File: src/pkg/panel_regs.svh
// Register offsets, field positions, reset values and timing counts.
// Assumes 32-bit APB, word-aligned offsets.
`ifndef PANEL_REGS_SVH
`define PANEL_REGS_SVH

// ****************************************
// Register offsets
// ****************************************
`define OFF_CTRL        12'h000
`define OFF_EXPECT      12'h004
`define OFF_STATUS      12'h008
`define OFF_CODE        12'h00C
`define OFF_LOG         12'h010

// ****************************************
// Field positions
// ****************************************
`define CTRL_LATCH_CLR  0
`define CTRL_OFF_DONE   1
`define CTRL_LOG_IDX_LO 4
`define CTRL_LOG_IDX_HI 6
`define ST_MODE_LO      0
`define ST_MODE_HI      2
`define ST_FAULT        4
`define ST_LATCH        5
`define ST_SAFE         6
`define ST_WINDOW       7
`define ST_AUTO         8

// ****************************************
// Reset values and codes
// ****************************************
`define EXPECT_RST      16'h0000
`define CODE_NONE       8'h00
`define CODE_SLOT       8'hE1
`define RO_OFFLINE      8'hC0
`define SAFE_OUT        8'h00
`define SEV_HI          7
`define SEV_LO          5

// ****************************************
// Timing
// ****************************************
`define CLK_HZ          10000000
`define ENTRY_WINDOW_S  20
`define STARTUP_US      100
`define STARTUP_CYCLES  ((`STARTUP_US * `CLK_HZ) / 1000000)

`endif

File: src/pkg/panel_pkg.sv
// Types shared by the faceplate supervision logic.
// Assumes panel_regs.svh supplies the numeric constants.
package panel_pkg;

  typedef enum logic [2:0] {
    mode_startup = 3'b000,
    mode_run     = 3'b001,
    mode_safe    = 3'b010,
    mode_offline = 3'b011,
    halted_fault_mode = 3'b100
  } mode_e;

  typedef enum logic [1:0] {
    seq_idle = 2'b00,
    seq_one  = 2'b01,
    seq_two  = 2'b10
  } seq_e;

  typedef struct packed {
    logic [11:0] paddr;
    logic        psel;
    logic        penable;
    logic        pwrite;
    logic [31:0] pwdata;
  } apb_req_s;

  typedef struct packed {
    logic [31:0] prdata;
    logic        pready;
    logic        pslverr;
  } apb_rsp_s;

  typedef struct packed {
    logic       valid;
    logic [7:0] code;
  } diag_s;

  typedef struct packed {
    logic       run_led;
    logic       fault_led;
    logic [7:0] readout;
  } face_s;

endpackage : panel_pkg

File: src/hw/module_fault_status_panel.sv
// Faceplate indicators, fault readout, power-up entry window and
// safe-state supervision of one chassis module.
// Assumes pins arrive asynchronously and diagnostics run on pclk.
//
// Design decisions made here: the APB interface to the registers and the placing of the registers.
`timescale 1ns/100ps
`include "panel_regs.svh"

module module_fault_status_panel #(
  parameter int unsigned ENTRY_WINDOW_CYCLES = `ENTRY_WINDOW_S * `CLK_HZ
) (
  // Clock and reset
  input  wire logic                pclk,
  input  wire logic                presetn,
  // APB
  input  wire panel_pkg::apb_req_s apb_req,
  output panel_pkg::apb_rsp_s      apb_rsp,
  // Faceplate
  input  wire logic                button_up_pin,
  input  wire logic                button_sel_pin,
  output panel_pkg::face_s         face,
  // Diagnostics and backplane
  input  wire panel_pkg::diag_s    diag,
  input  wire logic [3:0]          io_present_pin,
  input  wire logic [15:0]         slot_id_pin,
  input  wire logic                override_set_pin,
  input  wire logic                auto_release_pin,
  input  wire logic                tuning_access_pin,
  // Outputs to field and links
  input  wire logic [7:0]          app_out,
  output logic [7:0]               field_out,
  output logic                     outputs_safe,
  output logic                     tuning_link_enable,
  output logic                     maint_tx_enable,
  output logic                     maint_rx_enable
);
  import panel_pkg::*;

  localparam int unsigned WIN_W = $clog2(ENTRY_WINDOW_CYCLES + 1);

  // ****************************************
  // State
  // ****************************************
  typedef struct packed {
    mode_e                 mode;
    logic [1:0]            up_s;
    logic [1:0]            sel_s;
    logic                  up_q;
    logic                  sel_q;
    logic [1:0][3:0]       pres_s;
    logic [1:0][15:0]      slot_s;
    logic [1:0]            ovr_s;
    logic [1:0]            auto_s;
    logic [1:0]            tune_s;
    logic                  auto_cfg;
    logic                  auto_taken;
    logic [WIN_W-1:0]      win_cnt;
    logic                  win_open;
    logic [15:0]           start_cnt;
    seq_e                  seq;
    logic                  safety_override_latch;
    logic                  fault_led;
    logic [7:0]            disp_code;
    logic [7:0][7:0]       log;
    logic [2:0]            log_wr;
    logic [2:0]            menu_idx;
    logic                  menu_view;
    logic [2:0]            log_sel;
    logic [15:0]           expect_slots;
    logic [31:0]           prdata;
    logic                  pslverr;
    logic [7:0]            field_out;
    logic                  outputs_safe;
    logic                  run_led;
    logic [7:0]            readout;
    logic                  tune_en;
  } state_s;

  state_s r;
  state_s next_r;

  function automatic logic [2:0] severity(input logic [7:0] code);
    severity = code[`SEV_HI:`SEV_LO];
  endfunction : severity

  function automatic logic outranks(input logic [7:0] code, input logic [7:0] shown);
    outranks = (shown == `CODE_NONE) || (severity(code) > severity(shown));
  endfunction : outranks

  // ****************************************
  // Next state
  // ****************************************
  logic       up_press;
  logic       sel_press;
  logic       buttons_live;
  logic       removed;
  logic       wr_acc;
  logic       rd_setup;
  logic [7:0] new_code;
  logic       new_fault;

  always_comb begin
    next_r = r;
    // Two-stage pin synchronisers
    next_r.up_s   = {r.up_s[0], button_up_pin};
    next_r.sel_s  = {r.sel_s[0], button_sel_pin};
    next_r.pres_s = {r.pres_s[0], io_present_pin};
    next_r.slot_s = {r.slot_s[0], slot_id_pin};
    next_r.ovr_s  = {r.ovr_s[0], override_set_pin};
    next_r.auto_s = {r.auto_s[0], auto_release_pin};
    next_r.tune_s = {r.tune_s[0], tuning_access_pin};
    next_r.up_q   = r.up_s[1];
    next_r.sel_q  = r.sel_s[1];
    up_press      = r.up_s[1] & ~r.up_q;
    sel_press     = r.sel_s[1] & ~r.sel_q;

    // Strap caught once, after its synchroniser has filled
    // Earlier the second stage still holds its reset value
    if (!r.auto_taken && r.start_cnt == 16'd2) begin
      next_r.auto_taken = 1'b1;
      next_r.auto_cfg   = r.auto_s[1];
    end

    if (r.win_open) begin
      if (r.win_cnt == WIN_W'(ENTRY_WINDOW_CYCLES - 1)) begin
        next_r.win_open = 1'b0;
      end else begin
        next_r.win_cnt = r.win_cnt + WIN_W'(1);
      end
    end

    // Buttons read only in window or offline
    buttons_live = r.win_open || (r.mode == mode_offline);

    // Sequence up, up, select enters offline
    if (r.win_open && r.mode != mode_offline && r.mode != halted_fault_mode) begin
      case (r.seq)
        seq_idle: next_r.seq = up_press ? seq_one : seq_idle;
        seq_one:  next_r.seq = up_press ? seq_two : (sel_press ? seq_idle : seq_one);
        seq_two: begin
          if (sel_press) begin
            next_r.mode = mode_offline;
            next_r.seq  = seq_idle;
          end else if (up_press) begin
            next_r.seq = seq_idle;
          end
        end
        default: next_r.seq = seq_idle;
      endcase
    end

    // Menu: select toggles view, up scrolls log
    if (buttons_live && r.mode != mode_startup) begin
      if (sel_press && r.seq == seq_idle) begin
        next_r.menu_view = ~r.menu_view;
      end
      if (up_press && r.menu_view) begin
        next_r.menu_idx = r.menu_idx + 3'd1;
      end
    end

    if (r.ovr_s[1]) begin
      next_r.safety_override_latch = 1'b1;
    end

    new_code  = diag.code;
    new_fault = diag.valid;
    if (r.mode == mode_startup) begin
      if (r.start_cnt == 16'(`STARTUP_CYCLES - 1)) begin
        if (r.slot_s[1] != r.expect_slots) begin
          next_r.mode = halted_fault_mode;
          new_code    = `CODE_SLOT;
          new_fault   = 1'b1;
        end else if (r.safety_override_latch && !r.auto_cfg) begin
          next_r.mode = mode_safe;
        end else begin
          next_r.mode                  = mode_run;
          // Pin still high keeps the latch: set wins
          next_r.safety_override_latch = r.ovr_s[1];
        end
      end else begin
        next_r.start_cnt = r.start_cnt + 16'd1;
      end
    end

    // Self-diagnostic faults and the startup slot mismatch reach the indicator
    if (new_fault) begin
      next_r.fault_led          = 1'b1;
      next_r.log[r.log_wr]      = new_code;
      next_r.log_wr             = r.log_wr + 3'd1;
      // Strictly more severe replaces shown code
      if (outranks(new_code, r.disp_code)) begin
        next_r.disp_code = new_code;
      end
    end

    // ****************************************
    // APB slave, zero wait states
    // ****************************************
    wr_acc   = apb_req.psel && apb_req.penable && apb_req.pwrite;
    rd_setup = apb_req.psel && !apb_req.penable;
    if (rd_setup) begin
      next_r.pslverr = 1'b0;
      next_r.prdata  = 32'h0000_0000;
      case (apb_req.paddr)
        `OFF_CTRL:   next_r.prdata[`CTRL_LOG_IDX_HI:`CTRL_LOG_IDX_LO] = r.log_sel;
        `OFF_EXPECT: next_r.prdata[15:0] = r.expect_slots;
        `OFF_STATUS: begin
          next_r.prdata[`ST_MODE_HI:`ST_MODE_LO] = r.mode;
          next_r.prdata[`ST_FAULT]  = r.fault_led;
          next_r.prdata[`ST_LATCH]  = r.safety_override_latch;
          next_r.prdata[`ST_SAFE]   = r.outputs_safe;
          next_r.prdata[`ST_WINDOW] = r.win_open;
          next_r.prdata[`ST_AUTO]   = r.auto_cfg;
        end
        `OFF_CODE:   next_r.prdata[7:0] = r.disp_code;
        `OFF_LOG:    next_r.prdata[7:0] = r.log[r.log_sel];
        default:     next_r.pslverr = 1'b1;
      endcase
    end
    if (wr_acc) begin
      case (apb_req.paddr)
        `OFF_CTRL: begin
          next_r.log_sel = apb_req.pwdata[`CTRL_LOG_IDX_HI:`CTRL_LOG_IDX_LO];
          if (apb_req.pwdata[`CTRL_LATCH_CLR] && !r.ovr_s[1]) begin
            next_r.safety_override_latch = 1'b0;
            if (r.mode == mode_safe) begin
              next_r.mode = mode_run;
            end
          end
          // Offline work done: restart through startup
          if (apb_req.pwdata[`CTRL_OFF_DONE] && r.mode == mode_offline) begin
            next_r.mode      = mode_startup;
            next_r.start_cnt = 16'd0;
          end
        end
        `OFF_EXPECT: begin
          if (r.mode == mode_startup) begin
            next_r.expect_slots = apb_req.pwdata[15:0];
          end
        end
        default: ;
      endcase
    end

    // Latch set at run time drops to held safe
    // Same cycle as the latch, so RUN never shows with outputs safe
    if (next_r.mode == mode_run && next_r.safety_override_latch) begin
      next_r.mode = mode_safe;
    end

    // ****************************************
    // Outputs
    // ****************************************
    // Any module missing forces safe
    removed = (r.pres_s[1] != 4'hF);
    // Override, offline, fault or startup are safe
    next_r.outputs_safe = removed || (next_r.mode != mode_run) ||
                          next_r.safety_override_latch;
    next_r.field_out    = next_r.outputs_safe ? `SAFE_OUT : app_out;
    next_r.run_led      = (next_r.mode == mode_run) && !removed;
    // Offline status, log view, shown code or mode
    if (next_r.mode == mode_offline) begin
      next_r.readout = `RO_OFFLINE | {5'h00, next_r.seq, 1'b0};
    end else if (next_r.menu_view) begin
      next_r.readout = next_r.log[next_r.menu_idx];
    end else if (next_r.disp_code != `CODE_NONE) begin
      next_r.readout = next_r.disp_code;
    end else begin
      next_r.readout = {5'h00, next_r.mode};
    end
    // Tuning port powered only with access
    next_r.tune_en = r.tune_s[1];
  end

  // ****************************************
  // Registers
  // ****************************************
  always_ff @(posedge pclk or negedge presetn) begin
    if (!presetn) begin
      r                       <= '0;
      r.mode                  <= mode_startup;
      r.seq                   <= seq_idle;
      r.win_open              <= 1'b1;
      r.safety_override_latch <= 1'b1;
      r.expect_slots          <= `EXPECT_RST;
      r.outputs_safe          <= 1'b1;
      r.field_out             <= `SAFE_OUT;
      r.disp_code             <= `CODE_NONE;
    end else begin
      r <= next_r;
    end
  end

  // ****************************************
  // Port drive
  // ****************************************
  assign apb_rsp.prdata  = r.prdata;
  // No wait states: every access completes at once
  assign apb_rsp.pready  = 1'b1;
  assign apb_rsp.pslverr = r.pslverr && apb_req.psel && apb_req.penable;
  assign face.run_led    = r.run_led;
  assign face.fault_led  = r.fault_led;
  assign face.readout    = r.readout;
  assign field_out       = r.field_out;
  assign outputs_safe    = r.outputs_safe;
  assign tuning_link_enable = r.tune_en;
  assign maint_tx_enable = r.run_led;
  assign maint_rx_enable = 1'b0;

endmodule : module_fault_status_panel

File: config.mk
export PLATFORM = sky130hd
export DESIGN_NAME = module_fault_status_panel
export DESIGN_NICKNAME = d
export VERILOG_FILES = /design/src/pkg/panel_pkg.sv /design/src/hw/module_fault_status_panel.sv
export VERILOG_INCLUDE_DIRS = /design/src /design/src/pkg
export SDC_FILE = /design/constraint.sdc
export NUM_CORES = 1
export LEC_CHECK = 0
export ABC_CLOCK_PERIOD_IN_PS = 8700
export BUFFER_PORTS_ARGS = -buffer_cell sky130_fd_sc_hd__buf_2
export CAP_MARGIN = 20
export CORE_ASPECT_RATIO = 1.5
export CORE_UTILIZATION = 45
export CTS_CLUSTER_SIZE = 28
export DETAILED_ROUTE_END_ITERATION = 10
export SLEW_MARGIN = 20
export SYNTH_ARGS = -nofsm -noshare
export SYNTH_HDL_FRONTEND = slang
export SYNTH_SLANG_ARGS = --single-unit
File: constraint.sdc
create_clock -name pclk -period 8.7 [get_ports pclk]
set_input_delay 0.435 -clock pclk [delete_from_list [all_inputs] [get_ports pclk]]
set_output_delay 0.435 -clock pclk [all_outputs]
set_load 0.03 [all_outputs]
[Word level (Yosys, flattened, before mapping)]
Cells that the tools add are included.
Operators by class
  $add $sub $neg: 4
  magnitude comparators: 5
  equal/unequal tests: 19
  mux-type cells: 64
  bitwise logic cells: 6
  reduce and logical (&&, ||, !) cells: 36
Operators by type and width (number)
  2-to-1 mux 8 bit: 11
  2-to-1 mux 16 bit: 5
  2-to-1 mux 75 bit: 1
  bitwise mux 64 bit: 1
  binary-select mux 8 bit (select 3 bit): 2
  2-to-1 mux 3 bit: 13
  adder 28 x 1 -> 28 bit (second input constant): 1
  equality test 28 bit (second input constant): 1
  demux 8 bit (select 3 bit): 1
  equality test 12 x 4 -> 1 bit (second input constant): 2
  logical AND 1 bit: 17
  2-to-1 mux 1 bit: 17
  adder 16 x 1 -> 16 bit (second input constant): 1
  equality test 16 x 10 -> 1 bit (second input constant): 1
  equality test 16 x 2 -> 1 bit (second input constant): 1
  inequality test 16 bit: 1
  one-hot mux 3 bit (5 select lines): 1
  equality test 12 x 3 -> 1 bit (second input constant): 1
  equality test 12 x 5 -> 1 bit (second input constant): 1
  zero test 12 bit: 1
  < comparator 3 x 4 -> 1 bit (second input constant): 3
  one-hot mux 3 bit (4 select lines): 1
  2-to-1 mux 2 bit: 5
  equality test 3 x 2 -> 1 bit (second input constant): 3
  other kinds (28): 42
Word-level totals
  flip-flop bits (word level): 240
  input bits: 91
  output and inout bits: 56
  logic and storage cells: 175

[Logic depth before layout (Yosys ltp)]
Gate-level depths: netlist of run 1.
  word-level depth: 19
  depth in mapped cells: 17
  depth with buffers taken out: 15

[Worst setup path before layout of run 1]
OpenSTA, ideal clock, no wires.
  path type: register to register
  start: reg r[157] in the netlist's numbering
  end: reg r, in the netlist face[0]
  setup time: 120 ps
  arrival: 3685 ps
  required time: 8580 ps
  path slack: 4895 ps
  cell stages (with the launch flop): 16
  path buffers: 2
  clock period less this slack: 3805 ps
  cells stage by stage: dfrtp_1 > or4_4 > or4_4 > buf_6 > nor2_8 > buf_6 > nand2_1 > nand2b_1 > ha_1 > a32oi_1 > nand2_1 > a32o_1 > o2111ai_1 > a221oi_1 > a211o_1 > and4_1
RTL lines
  start: declaration: RTL line module_fault_status_panel.sv:79  | state_s r;
  start signal: assignment: RTL line module_fault_status_panel.sv:291  | r <= next_r;

==> results of run 1 <==
==> registers in the layout, indices dropped and copies added, names as in the netlist <==
| signal | count |
|---|---|
| r | 176 |
| next_r | 28 |
| apb_rsp | 16 |
| face | 9 |
| field_out | 8 |
| maint_tx_enable | 1 |
| outputs_safe | 1 |
| tuning_link_enable | 1 |
==> worst max path at each step <==
stage	start	end	slack, ps
5_1_grt	r[157]	face[1]	3840
3_5_place_dp	r[157]	face[1]	4040
2_1_floorplan	r[157]	face[0]	4890
3_3_place_gp	r[157]	face[1]	4070
4_1_cts	r[157]	face[1]	4000
6_report	r[157]	face[1]	4020
==> power breakdown <==
group	switching (mW)	internal, mW
Clock	0.467	0.629
Combinational	0.473	0.328
Sequential	0.132	1.27
==> layout make-up <==
cell class	instances	area, sq um
antenna	1	2.502
fill	2350	12280
clock buffer	35	735.7
tap	333	416.7
sequential	240	6010
timing repair buffer	154	963.4
inverter	24	90.09
multi-input combinational	788	5339
clock inverter	13	112.6
==> routing by layer <==
layer / GRT usage (%) / share of wire, % / vias to the layer above
met4: 12.84 / 4.4 / 0
met1: 29.12 / 39 / 4547
met5: 0 / 0 / -
met2: 43.79 / 52 / 347
met3: 2.696 / 4.9 / 86
li1: - / - / 4224
==> synthesized netlist by cell type, drive strengths merged (8+ instances only) <==
| cell | n | area, sq um |
|---|---|---|
| dfrtp | 237 | 5931 |
| nand2 | 103 | 389.1 |
| nor2 | 98 | 384.1 |
| buf | 62 | 454.2 |
| o21ai | 55 | 282.8 |
| a21oi | 53 | 269.0 |
| clkbuf | 39 | 146.4 |
| nand3 | 34 | 170.2 |
| xor2 | 34 | 297.8 |
| mux2 | 28 | 315.3 |
| xnor2 | 28 | 245.2 |
| inv | 21 | 78.82 |
| nand2b | 20 | 125.1 |
| nand4 | 19 | 118.9 |
| and2 | 18 | 112.6 |
| mux2i | 18 | 180.2 |
| nor3 | 17 | 100.1 |
| o22a | 17 | 148.9 |
| mux4 | 16 | 360.4 |
| a21boi | 14 | 105.1 |
| o21bai | 14 | 105.1 |
| o211ai | 11 | 82.58 |
| nor4 | 10 | 83.83 |
| o221ai | 9 | 78.83 |
| or4 | 9 | 78.82 |
| a22o | 8 | 70.07 |
| a31oi | 8 | 50.05 |
| ha | 8 | 100.1 |
==> kinds of logic after synthesis <==
| family | count (synthesis) | share of synthesized area [%] |
|---|---|---|
| AO/OA/AOI/OAI | 260 | 15.25 |
| XOR/XNOR | 62 | 4.538 |
| adder cells (fa/ha/maj) | 8 | 0.8366 |
| buffers and inverters | 125 | 5.772 |
| flip-flops | 240 | 50.22 |
| multiplexers | 62 | 7.153 |
| other | 2 | 0.06277 |
| AND/OR/NAND/NOR | 378 | 16.17 |
==> repair_timing <==
action,4_1_cts,5_1_grt
hold buffers,26,0
setup buffers,0,0
hold endpoints to repair,44,0
==> critical path, cell delays in order (launching register included) <==
cell	delay, ps
dfrtp_1	430
or4_4	570
or4_4	650
nor2_8	260
nand2_1	380
nand2b_1	200
ha_1	260
a32oi_1	450
a21o_1	210
a32o_1	130
o2111ai_1	190
a221oi_1	430
nand3b_1	150
a41oi_1	260
==> impl_metrics.csv, run 1 <==
group,metric,value,unit
synthesis,yosysWarningCount,0,
finish,fin_cells,1588,
synthesis,synth-edff-count,0,
timing,min_period,4682,ps
min_path,hp-start,"app_out[5]",
placement,hpwl,23020,um
setup_path,arrival,5120,ps
synthesis,yosysUniqueCellTypes,83,
placement,dp.cells,1512,
die,die_w,135.1,um
clock_network,root_buffer,"clkbuf_16",
timing,drv_slew,0,
detailed_routing,vias,9204,
pwr,power_density,241.6,nW/um^2
finish,layout_commonest_cell,"dfrtp_1",
global_routing,grt_pass1_wl,51720,um
detailed_routing,drt-total-wl,32860,um
detailed_routing,routedWlPerCell,20.69,um
finish,drive_gt1_share,19.78,%
setup_path,r2r_start,"r[157]",
detailed_routing,routed_via_density,5.796,
synthesis,syn_inst,1137,
clock_network,clkTransAtPathRegs,60,ps
placement,dpl_worst_slack,4038,ps
finish,post-route-util,52.69,%
pwr,ir_drop,0.0001477,V
clock_network,cts.sinks,240,
detailed_routing,postRouteAntennaNets,0,
setup_path,endpoint_kind,"flop",
placement,placed_area,12530,sq um
min_path,min_to,"field_out[5]",
clock_network,numCtsBuffers,26,
die,core_area,25940,sq um
timing,max_freq,213.6,MHz
run_status,status,"completed",
clock_network,htree_levels,1,
placement,port_buffers,112,
timing,whs,100.2,ps
min_path,hold_path_depth,2,
finish,nNetsFinal,1333,
synthesis,synthesis.area,11970,sq um
synthesis,syn_area_per_cell,10.52,sq um
setup_path,crit_required,9140,ps
placement,gp_congestion,0.9019,
die,die_y,201.7,um
timing,setup_viol,0,
clock_network,cts-resized-gates,0,
timing,timing.slew.headroom,23.10,%
setup_path,cp_max_fo,12,
setup_path,reg2reg_depth,13,
global_routing,gr-total-overflow,0,
timing,min_period_over_period,53.81,%
setup_path,crit_path_start_kind,"flop",
pwr,p_leak,6.065,nW
detailed_routing,drc,0,
global_routing,grt_max_degree,119,
setup_path,timing.rr.end,"face[1]",
finish,final_cell_mix,"dfrtp_1 (237), buf_2 (111), nand2_1 (102)",
die,dieArea,27260,sq um
timing,hold_violations,0,
timing,rsz0062_at_grt,"no",
synthesis,synthArstFlopShare,100.0,%
clock_network,clock_latency,550,ps
min_path,hold_path.class,"in -> reg",
setup_path,critPathKind,"reg -> reg",
detailed_routing,drtIter0Drc,510,
die,initial_core_util,46.12,%
finish,design_area,13670,sq um
global_routing,grt_antenna_before_repair,1,
timing,worst_slew_pin_slew,1154,ps
finish,area_growth,14.24,%
die,io_pins,147,
timing,clock-skew-final,13.11,ps
synthesis,ys_seq_elements,240,
synthesis,synth_ff_type,"dfrtp_1",
timing,tns,0,ps
global_routing,track_usage,24.74,%
detailed_routing,dr.pass1.iters,5,
timing,setup_ws,4018,ps
setup_path,r2r_setup_slack,4020,ps
global_routing,grt_pass1_vias,9295,
synthesis,yosysSeqAreaShare,50.22,%
pwr,total_power,3.302,mW
clock_network,cts_buffer_depth,3,
job,drv_cap,0,
die,row_count,72,
clock_network,cts_tree,"done",
(Power assumes the default switching activity.)
==> inputs of run 2 (changes only) <==
--- a/config.mk
+++ b/config.mk
@@ -6,13 +6,14 @@
 export SDC_FILE = /design/constraint.sdc
 export NUM_CORES = 1
 export LEC_CHECK = 0
-export ABC_CLOCK_PERIOD_IN_PS = 8700
+export ABC_CLOCK_PERIOD_IN_PS = 4050
 export BUFFER_PORTS_ARGS = -buffer_cell sky130_fd_sc_hd__buf_2
 export CAP_MARGIN = 20
 export CORE_ASPECT_RATIO = 1.5
 export CORE_UTILIZATION = 45
 export CTS_CLUSTER_SIZE = 28
 export DETAILED_ROUTE_END_ITERATION = 10
+export PLACE_DENSITY = 0.67
 export SLEW_MARGIN = 20
 export SYNTH_ARGS = -nofsm -noshare
 export SYNTH_HDL_FRONTEND = slang
==> constraint.sdc (replaced) <==
create_clock -name pclk -period 4.05 [get_ports pclk]
set_input_delay 0.2025 -clock pclk [delete_from_list [all_inputs] [get_ports pclk]]
set_output_delay 0.2025 -clock pclk [all_outputs]
set_load 0.03 [all_outputs]
==> impl_metrics.csv, run 2 (synthesized netlist as in run 1, its figures left out) <==
group,metric,value,unit
setup_path,path_buf_inv,0,
global_routing,track_usage,25.17,%
clock_network,root_buffer,"clkbuf_16",
timing,setup_viol,0,
detailed_routing,vias,9506,
pwr,p_leak,6.267,nW
finish,regMostFlops,"r",
global_routing,grt_pass1_vias,9834,
detailed_routing,dr.pass1.iters,5,
finish,final_cell_mix,"dfrtp_1 (237), buf_2 (111), nand2_1 (102)",
timing,worst_slew_pin_slew,1143,ps
setup_path,arrival,4260,ps
finish,multi_input_area,5346,sq um
pwr,p_comb_share,24.3,%
die,initial_core_util,46.12,%
die,die_y,201.7,um
setup_path,crit_required,4470,ps
global_routing,grt_max_degree,113,
finish,largest_reg_flops,176,
pwr,p_int,4.976,mW
placement,port_buffers,112,
clock_network,cts_tree,"done",
timing,min_period,3842,ps
finish,diodes,0,
timing,max_freq,260.3,MHz
pwr,clkPwrFrac,34.2,%
pwr,pwr-share-seq,41.5,%
finish,layout_commonest_cell,"dfrtp_1",
setup_path,slowest_delay,560,ps
detailed_routing,routed_via_density,5.846,
timing,drv_slew,0,
finish,drive_gt1_share,20.73,%
timing,clock-skew-final,16.78,ps
timing,min_period_over_period,94.86,%
timing,setup_ws,208.1,ps
job,drv_cap,0,
pwr,power_density,518.0,nW/um^2
pwr,ir_drop,0.0003098,V
detailed_routing,routedWlPerCell,20.73,um
detailed_routing,drc,0,
detailed_routing,drtIter0Drc,766,
detailed_routing,top_layer,"met5",
global_routing,grt_pass1_wl,53140,um
detailed_routing,dr_wl_met2,17170,um
detailed_routing,wl_met1,12730,um
detailed_routing,drt-total-wl,33700,um
min_path,hold_path.class,"in -> reg",
setup_path,endpoint_kind,"flop",
setup_path,crit_path_start_kind,"flop",
finish,register_area,6010,sq um
detailed_routing,postRouteAntennaNets,0,
setup_path,cp_max_fo,6,
placement,hpwl,23760,um
setup_path,cp_common_cell,"nand2_1",
die,row_count,72,
finish,nNetsFinal,1374,
finish,fill_cells,2239,
detailed_routing,met3_length,1912,um
die,dieArea,27260,sq um
die,die_w,135.1,um
die,io_pins,147,
timing,rsz0062_at_grt,"no",
clock_network,clkTransAtPathRegs,70,ps
placement,gp_congestion,0.9988,
global_routing,grt_antenna_before_repair,1,
timing,tns,0,ps
setup_path,cp_slowest_cell,"or4_4",
die,core_area,25940,sq um
clock_network,numCtsBuffers,24,
setup_path,critPathKind,"reg -> reg",
timing,hold_violations,0,
setup_path,cp_top_family,"simple AND/OR/NAND/NOR gates",
placement,dpl_worst_slack,-84.35,ps
clock_network,htree_levels,1,
pwr,p_sw_share,31.88,%
pwr,total_power,7.304,mW
run_status,status,"completed",
clock_network,cts.sinks,240,
clock_network,clock_latency,530,ps
global_routing,gr-total-overflow,0,
setup_path,path_cells,"or4_4 -> nor4_1 -> nand2_1 -> nor2_4 -> nor2_1 -> ha_1 -> nand3b_1 -> a32oi_2 -> nand2_1 -> a32o_1 -> o2111ai_1 -> a221oi_2 -> a211o_1 -> and4_1",
timing,timing.slew.headroom,23.78,%
timing,whs,31.86,ps
finish,post-route-util,54.35,%
pwr,p_switching,2.329,mW
clock_network,cts_buffer_depth,3,
finish,area_growth,17.85,%
[run 2: changes by cell type in the layout (fill, tap and decap cells not counted), moves of 2 or more]
cell           previous run  this run
dlygate4sd3_1            26        50
buf_4                    15        34
bufinv_16                 1         6
clkbuf_1                  5         1
clkbuf_16                27        24
clkinvlp_4                3         6
clkbuf_8                  3         1
clkinv_2                  5         3
inv_6                     3         1
[run 2: through the flow]
step / cell area [sq um] / instances
after floorplan: 12030 / 1153
after global placement: 12680 / 1531
after detailed placement: 12680 / 1531
after CTS: 14070 / 1625
after global routing: 14100 / 1626
final: 14100 / 1626
[run 2: tightest hold or removal path: stages]
cell     delay, ps
buf_2          130
nand3_1        100
nand2_1         80
[run 2: layout make-up]
cell class                      count  share of cell area, %
Sequential cell                   240                  42.62
Multi-Input combinational cell    788                  37.91
Timing Repair Buffer              197                  9.547
Clock buffer                       26                  4.383
Tap cell                          333                  2.955
Clock inverter                     18                  1.943
Inverter                           24                 0.6389
[run 2: worst paths after layout]
kind / start / to / slack [ps] / depth (start not counted)
min reg2reg: next_r[243] / r[243] / 350 / 0
max in group asynchronous: presetn / outputs_safe / 2700 / 3
max reg2reg: r[166] / face[0] / 210 / 14
min: diag[3] / r[145] / 30 / 3
min in group asynchronous: presetn / tuning_link_enable / 310 / 2
max: r[166] / face[0] / 210 / 14
[run 2: what timing repair did]
| item | in CTS | in global routing |
|---|---|---|
| gates resized for setup | 1 | 3 |
| hold buffers | 50 | 0 |
| endpoints found under the setup margin | 2 | 5 |
| buffers inserted | 0 | 1 |
| cloned | 0 | 0 |
| hold endpoints to repair | 160 | 0 |
| pin swaps | 0 | 1 |
[run 2: power groups by stage]
stage          clock, mW  sequential (mW)  combinational [mW]
2_1_floorplan          0             2.92                1.29
3_5_place_dp           0             3.06                1.69
3_3_place_gp           0             3.06                1.66
5_1_grt             2.63             3.06                1.92
4_1_cts             2.54             3.02                1.74
6_report            2.50             3.03                1.77
[run 2: metal layers]
| layer | vias up | track usage, % |
|---|---|---|
| li1 | 4309 | - |
| met1 | 4660 | 29.53 |
| met2 | 411 | 44.56 |
| met3 | 124 | 2.872 |
| met4 | 2 | 13.12 |
| met5 | - | 0 |
==> inputs of run 3 (changes only) <==
--- a/config.mk
+++ b/config.mk
@@ -6,6 +6,7 @@
 export SDC_FILE = /design/constraint.sdc
 export NUM_CORES = 1
 export LEC_CHECK = 0
+export ABC_AREA = 1
 export ABC_CLOCK_PERIOD_IN_PS = 4050
 export BUFFER_PORTS_ARGS = -buffer_cell sky130_fd_sc_hd__buf_2
 export CAP_MARGIN = 20
==> impl_metrics.csv, run 3 <==
group,metric,value,unit
run_status,status,"completed",
detailed_routing,drc,0,
synthesis,yosysUniqueCellTypes,56,
synthesis,synthArstFlopShare,100.0,%
timing,whs,54.73,ps
min_path,hold_path.class,"in -> reg",
clock_network,numCtsBuffers,24,
synthesis,ys_top_cells_by_area,"dfrtp_1 (48%), nand2_1 (11%), inv_1 (5.6%)",
clock_network,cts_tree,"done",
clock_network,root_buffer,"clkbuf_16",
job,drv_cap,0,
setup_path,endpoint_kind,"flop",
timing,clock-skew-final,11.14,ps
global_routing,grt_pass1_wl,50590,um
timing,timing.slew.headroom,38.79,%
detailed_routing,dr.pass1.iters,8,
clock_network,cts_buffer_depth,3,
setup_path,critical_path_cell_count,21,
pwr,p_leak,7.040,nW
global_routing,grt_max_degree,123,
min_path,min_to,"r[98]",
setup_path,arrival,3950,ps
setup_path,cp_slowest_cell,"dfrtp_1",
clock_network,post_cts_buffers,0,
finish,layout_commonest_cell,"nand2_1",
die,initial_core_util,46.23,%
die,die_w,137.2,um
setup_path,cp_max_fo,12,
detailed_routing,drtIter0Drc,622,
timing,tns,0,ps
pwr,ir_drop,0.0004599,V
detailed_routing,drt-total-wl,31520,um
pwr,p_sw_share,35.18,%
die,die_y,204.7,um
global_routing,track_usage,23.27,%
detailed_routing,routedWlPerCell,16.12,um
timing,setup_viol,0,
detailed_routing,postRouteAntennaNets,0,
timing,worst_slew_pin_slew,918.2,ps
synthesis,synthesis.area,12330,sq um
global_routing,grt_antenna_before_repair,0,
die,dieArea,28080,sq um
placement,hpwl,21810,um
synthesis,synth_ff_type,"dfrtp_1",
synthesis,yosysMostFrequentCell,"nand2_1",
setup_path,cp_top_family,"simple AND/OR/NAND/NOR gates",
finish,regMostFlops,"r",
timing,hold_violations,0,
setup_path,path_cells,"nor2_1 -> nor2_1 -> nor2_1 -> nand2_1 -> nor2_1 -> nand2_1 -> nand2_4 -> nand2_2 -> ha_1 -> nand2_1 -> o21ai_0 -> nand2_1 -> o21ai_0 -> nand2_2 -> o21ai_2 -> nand2_1 -> nor2_2 -> nand3_1 -> a21oi_1 -> nand2_1 -> inv_1",
placement,dpl_worst_slack,559.2,ps
timing,setup_ws,551.3,ps
clock_network,htree_levels,1,
finish,area_growth,14.69,%
synthesis,synth.top_cells.by_count,"nand2_1 (364), dfrtp_1 (237), inv_1 (185)",
timing,max_freq,285.8,MHz
finish,largest_reg_flops,176,
setup_path,cp_common_cell,"nand2_1",
pwr,clkPwrFrac,30.0,%
placement,gp_congestion,0.8869,
synthesis,yosysTopAreaCell,"dfrtp_1",
min_path,hp-start,"diag[4]",
setup_path,critPathKind,"reg -> reg",
die,core_area,26670,sq um
setup_path,crit_path_start_kind,"flop",
setup_path,reg2reg_depth,21,
finish,diodes,0,
setup_path,path_buf_inv,1,
die,io_pins,147,
clock_network,clkTransAtPathRegs,60,ps
finish,multi_input_area,4980,sq um
pwr,power_density,541.8,nW/um^2
timing,min_period_over_period,86.39,%
pwr,pwr-share-seq,41.0,%
timing,drv_slew,0,
detailed_routing,routed_via_density,5.168,
synthesis,syn_area_per_cell,8.331,sq um
clock_network,clock_latency,520,ps
pwr,p_int,4.966,mW
synthesis,ys_seq_elements,240,
setup_path,crit_required,4500,ps
synthesis,yosysWarningCount,0,
finish,fill_cells,2483,
pwr,p_comb_share,29.0,%
synthesis,synth_top_area_share,48.10,%
die,row_count,73,
setup_path,timing.rr.end,"face[0]",
pwr,p_switching,2.695,mW
placement,placed_area,12830,sq um
clock_network,cts.sinks,240,
setup_path,r2r_start,"r[57]",
placement,port_buffers,112,
synthesis,synth-edff-count,0,
setup_path,slowest_delay,410,ps
synthesis,yosysSeqAreaShare,48.74,%
finish,register_area,6010,sq um
finish,design_area,14140,sq um
finish,nNetsFinal,1699,
detailed_routing,vias,10100,
global_routing,grt_pass1_vias,10010,
finish,final_cell_mix,"nand2_1 (364), dfrtp_1 (237), inv_1 (185)",
synthesis,syn_inst,1480,
finish,drive_gt1_share,14.96,%
timing,min_period,3499,ps
setup_path,r2r_setup_slack,550,ps
global_routing,gr-total-overflow,0,
min_path,hold_path_depth,3,
timing,rsz0062_at_grt,"no",
run 3: cell types whose count changed after synthesis, moves of 16 or more:
cell	change
inv_1	+165
nand2b_1	-20
and2_1	-17
clkbuf_1	-22
xnor2_1	-18
nand3_1	+92
mux4_2	-16
a21oi_1	-26
o22a_1	-17
nand2_1	+262
o21ai_0	+22
mux2i_1	-18
nor2_1	+23
run 3: routing by layer:
layer | global-route usage [%] | wire length, um
met5 | 0 | 0
met2 | 43.58 | 17040
met4 | 10.87 | 1432
met1 | 25.78 | 11660
met3 | 2.524 | 1389
run 3: cell families (layout without fill, tap and decap cells):
| family | after synthesis | count (layout) | synth area share (%) |
|---|---|---|---|
| compound gates | 186 | 186 | 9.325 |
| xor+xnor | 35 | 35 | 2.699 |
| fa+ha+maj | 8 | 8 | 0.8118 |
| buf+inv | 294 | 416 | 11.36 |
| flops | 240 | 240 | 48.74 |
| mux | 15 | 15 | 1.370 |
| other cells | 2 | 18 | 0.06091 |
| simple gates | 700 | 700 | 25.63 |
run 3: worst reg2reg max path: cells and delay by family, from the launching register on:
| kind | cells | cell delay [ps] |
|---|---|---|
| adder cells (fa/ha/maj) | 1 | 340 |
| AO/OA/AOI/OAI | 4 | 810 |
| buffers and inverters | 1 | 70 |
| AND/OR/NAND/NOR | 15 | 1820 |
| flip-flops | 1 | 410 |
run 3: stage by stage:
stage | power, mW | std cells | utilization, %
6_report | 7.662 | 1955 | 53.03
5_1_grt | 8.171 | 1955 | 53.03
3_5_place_dp | 5.351 | 1861 | 48.11
2_1_floorplan | 4.866 | 1496 | -
4_1_cts | 7.716 | 1955 | 53.03
3_3_place_gp | 5.296 | 1861 | 48.11
run 3: timing repair:
item,CTS,global route
resized for setup,0,0
endpoints found under the hold margin,169,0
hold buffers,50,0
run 3: worst max-delay path by stage:
stage / startpoint / endpoint / slack (ps)
2_1_floorplan: r[154] / face[1] / 1110
3_3_place_gp: r[57] / face[0] / 620
3_5_place_dp: r[57] / face[0] / 560
4_1_cts: r[57] / face[0] / 530
5_1_grt: r[63] / face[2] / 180
6_report: r[57] / face[0] / 550
run 3: power groups by stage:
stage | sequential, mW | combinational, mW | clock (mW)
4_1_cts | 3.14 | 2.22 | 2.36
3_5_place_dp | 3.18 | 2.17 | 0
5_1_grt | 3.20 | 2.52 | 2.45
6_report | 3.14 | 2.22 | 2.30
2_1_floorplan | 3.09 | 1.78 | 0
3_3_place_gp | 3.17 | 2.13 | 0
run 3: final cells by class:
type | instances | share of cell area, %
repair buffers | 171 | 8.228
clock inverters | 11 | 1.017
clock buffers | 33 | 4.707
inverters | 201 | 5.361
flip-flops and latches | 240 | 42.49
well taps | 337 | 2.982
multi-input cells | 962 | 35.21
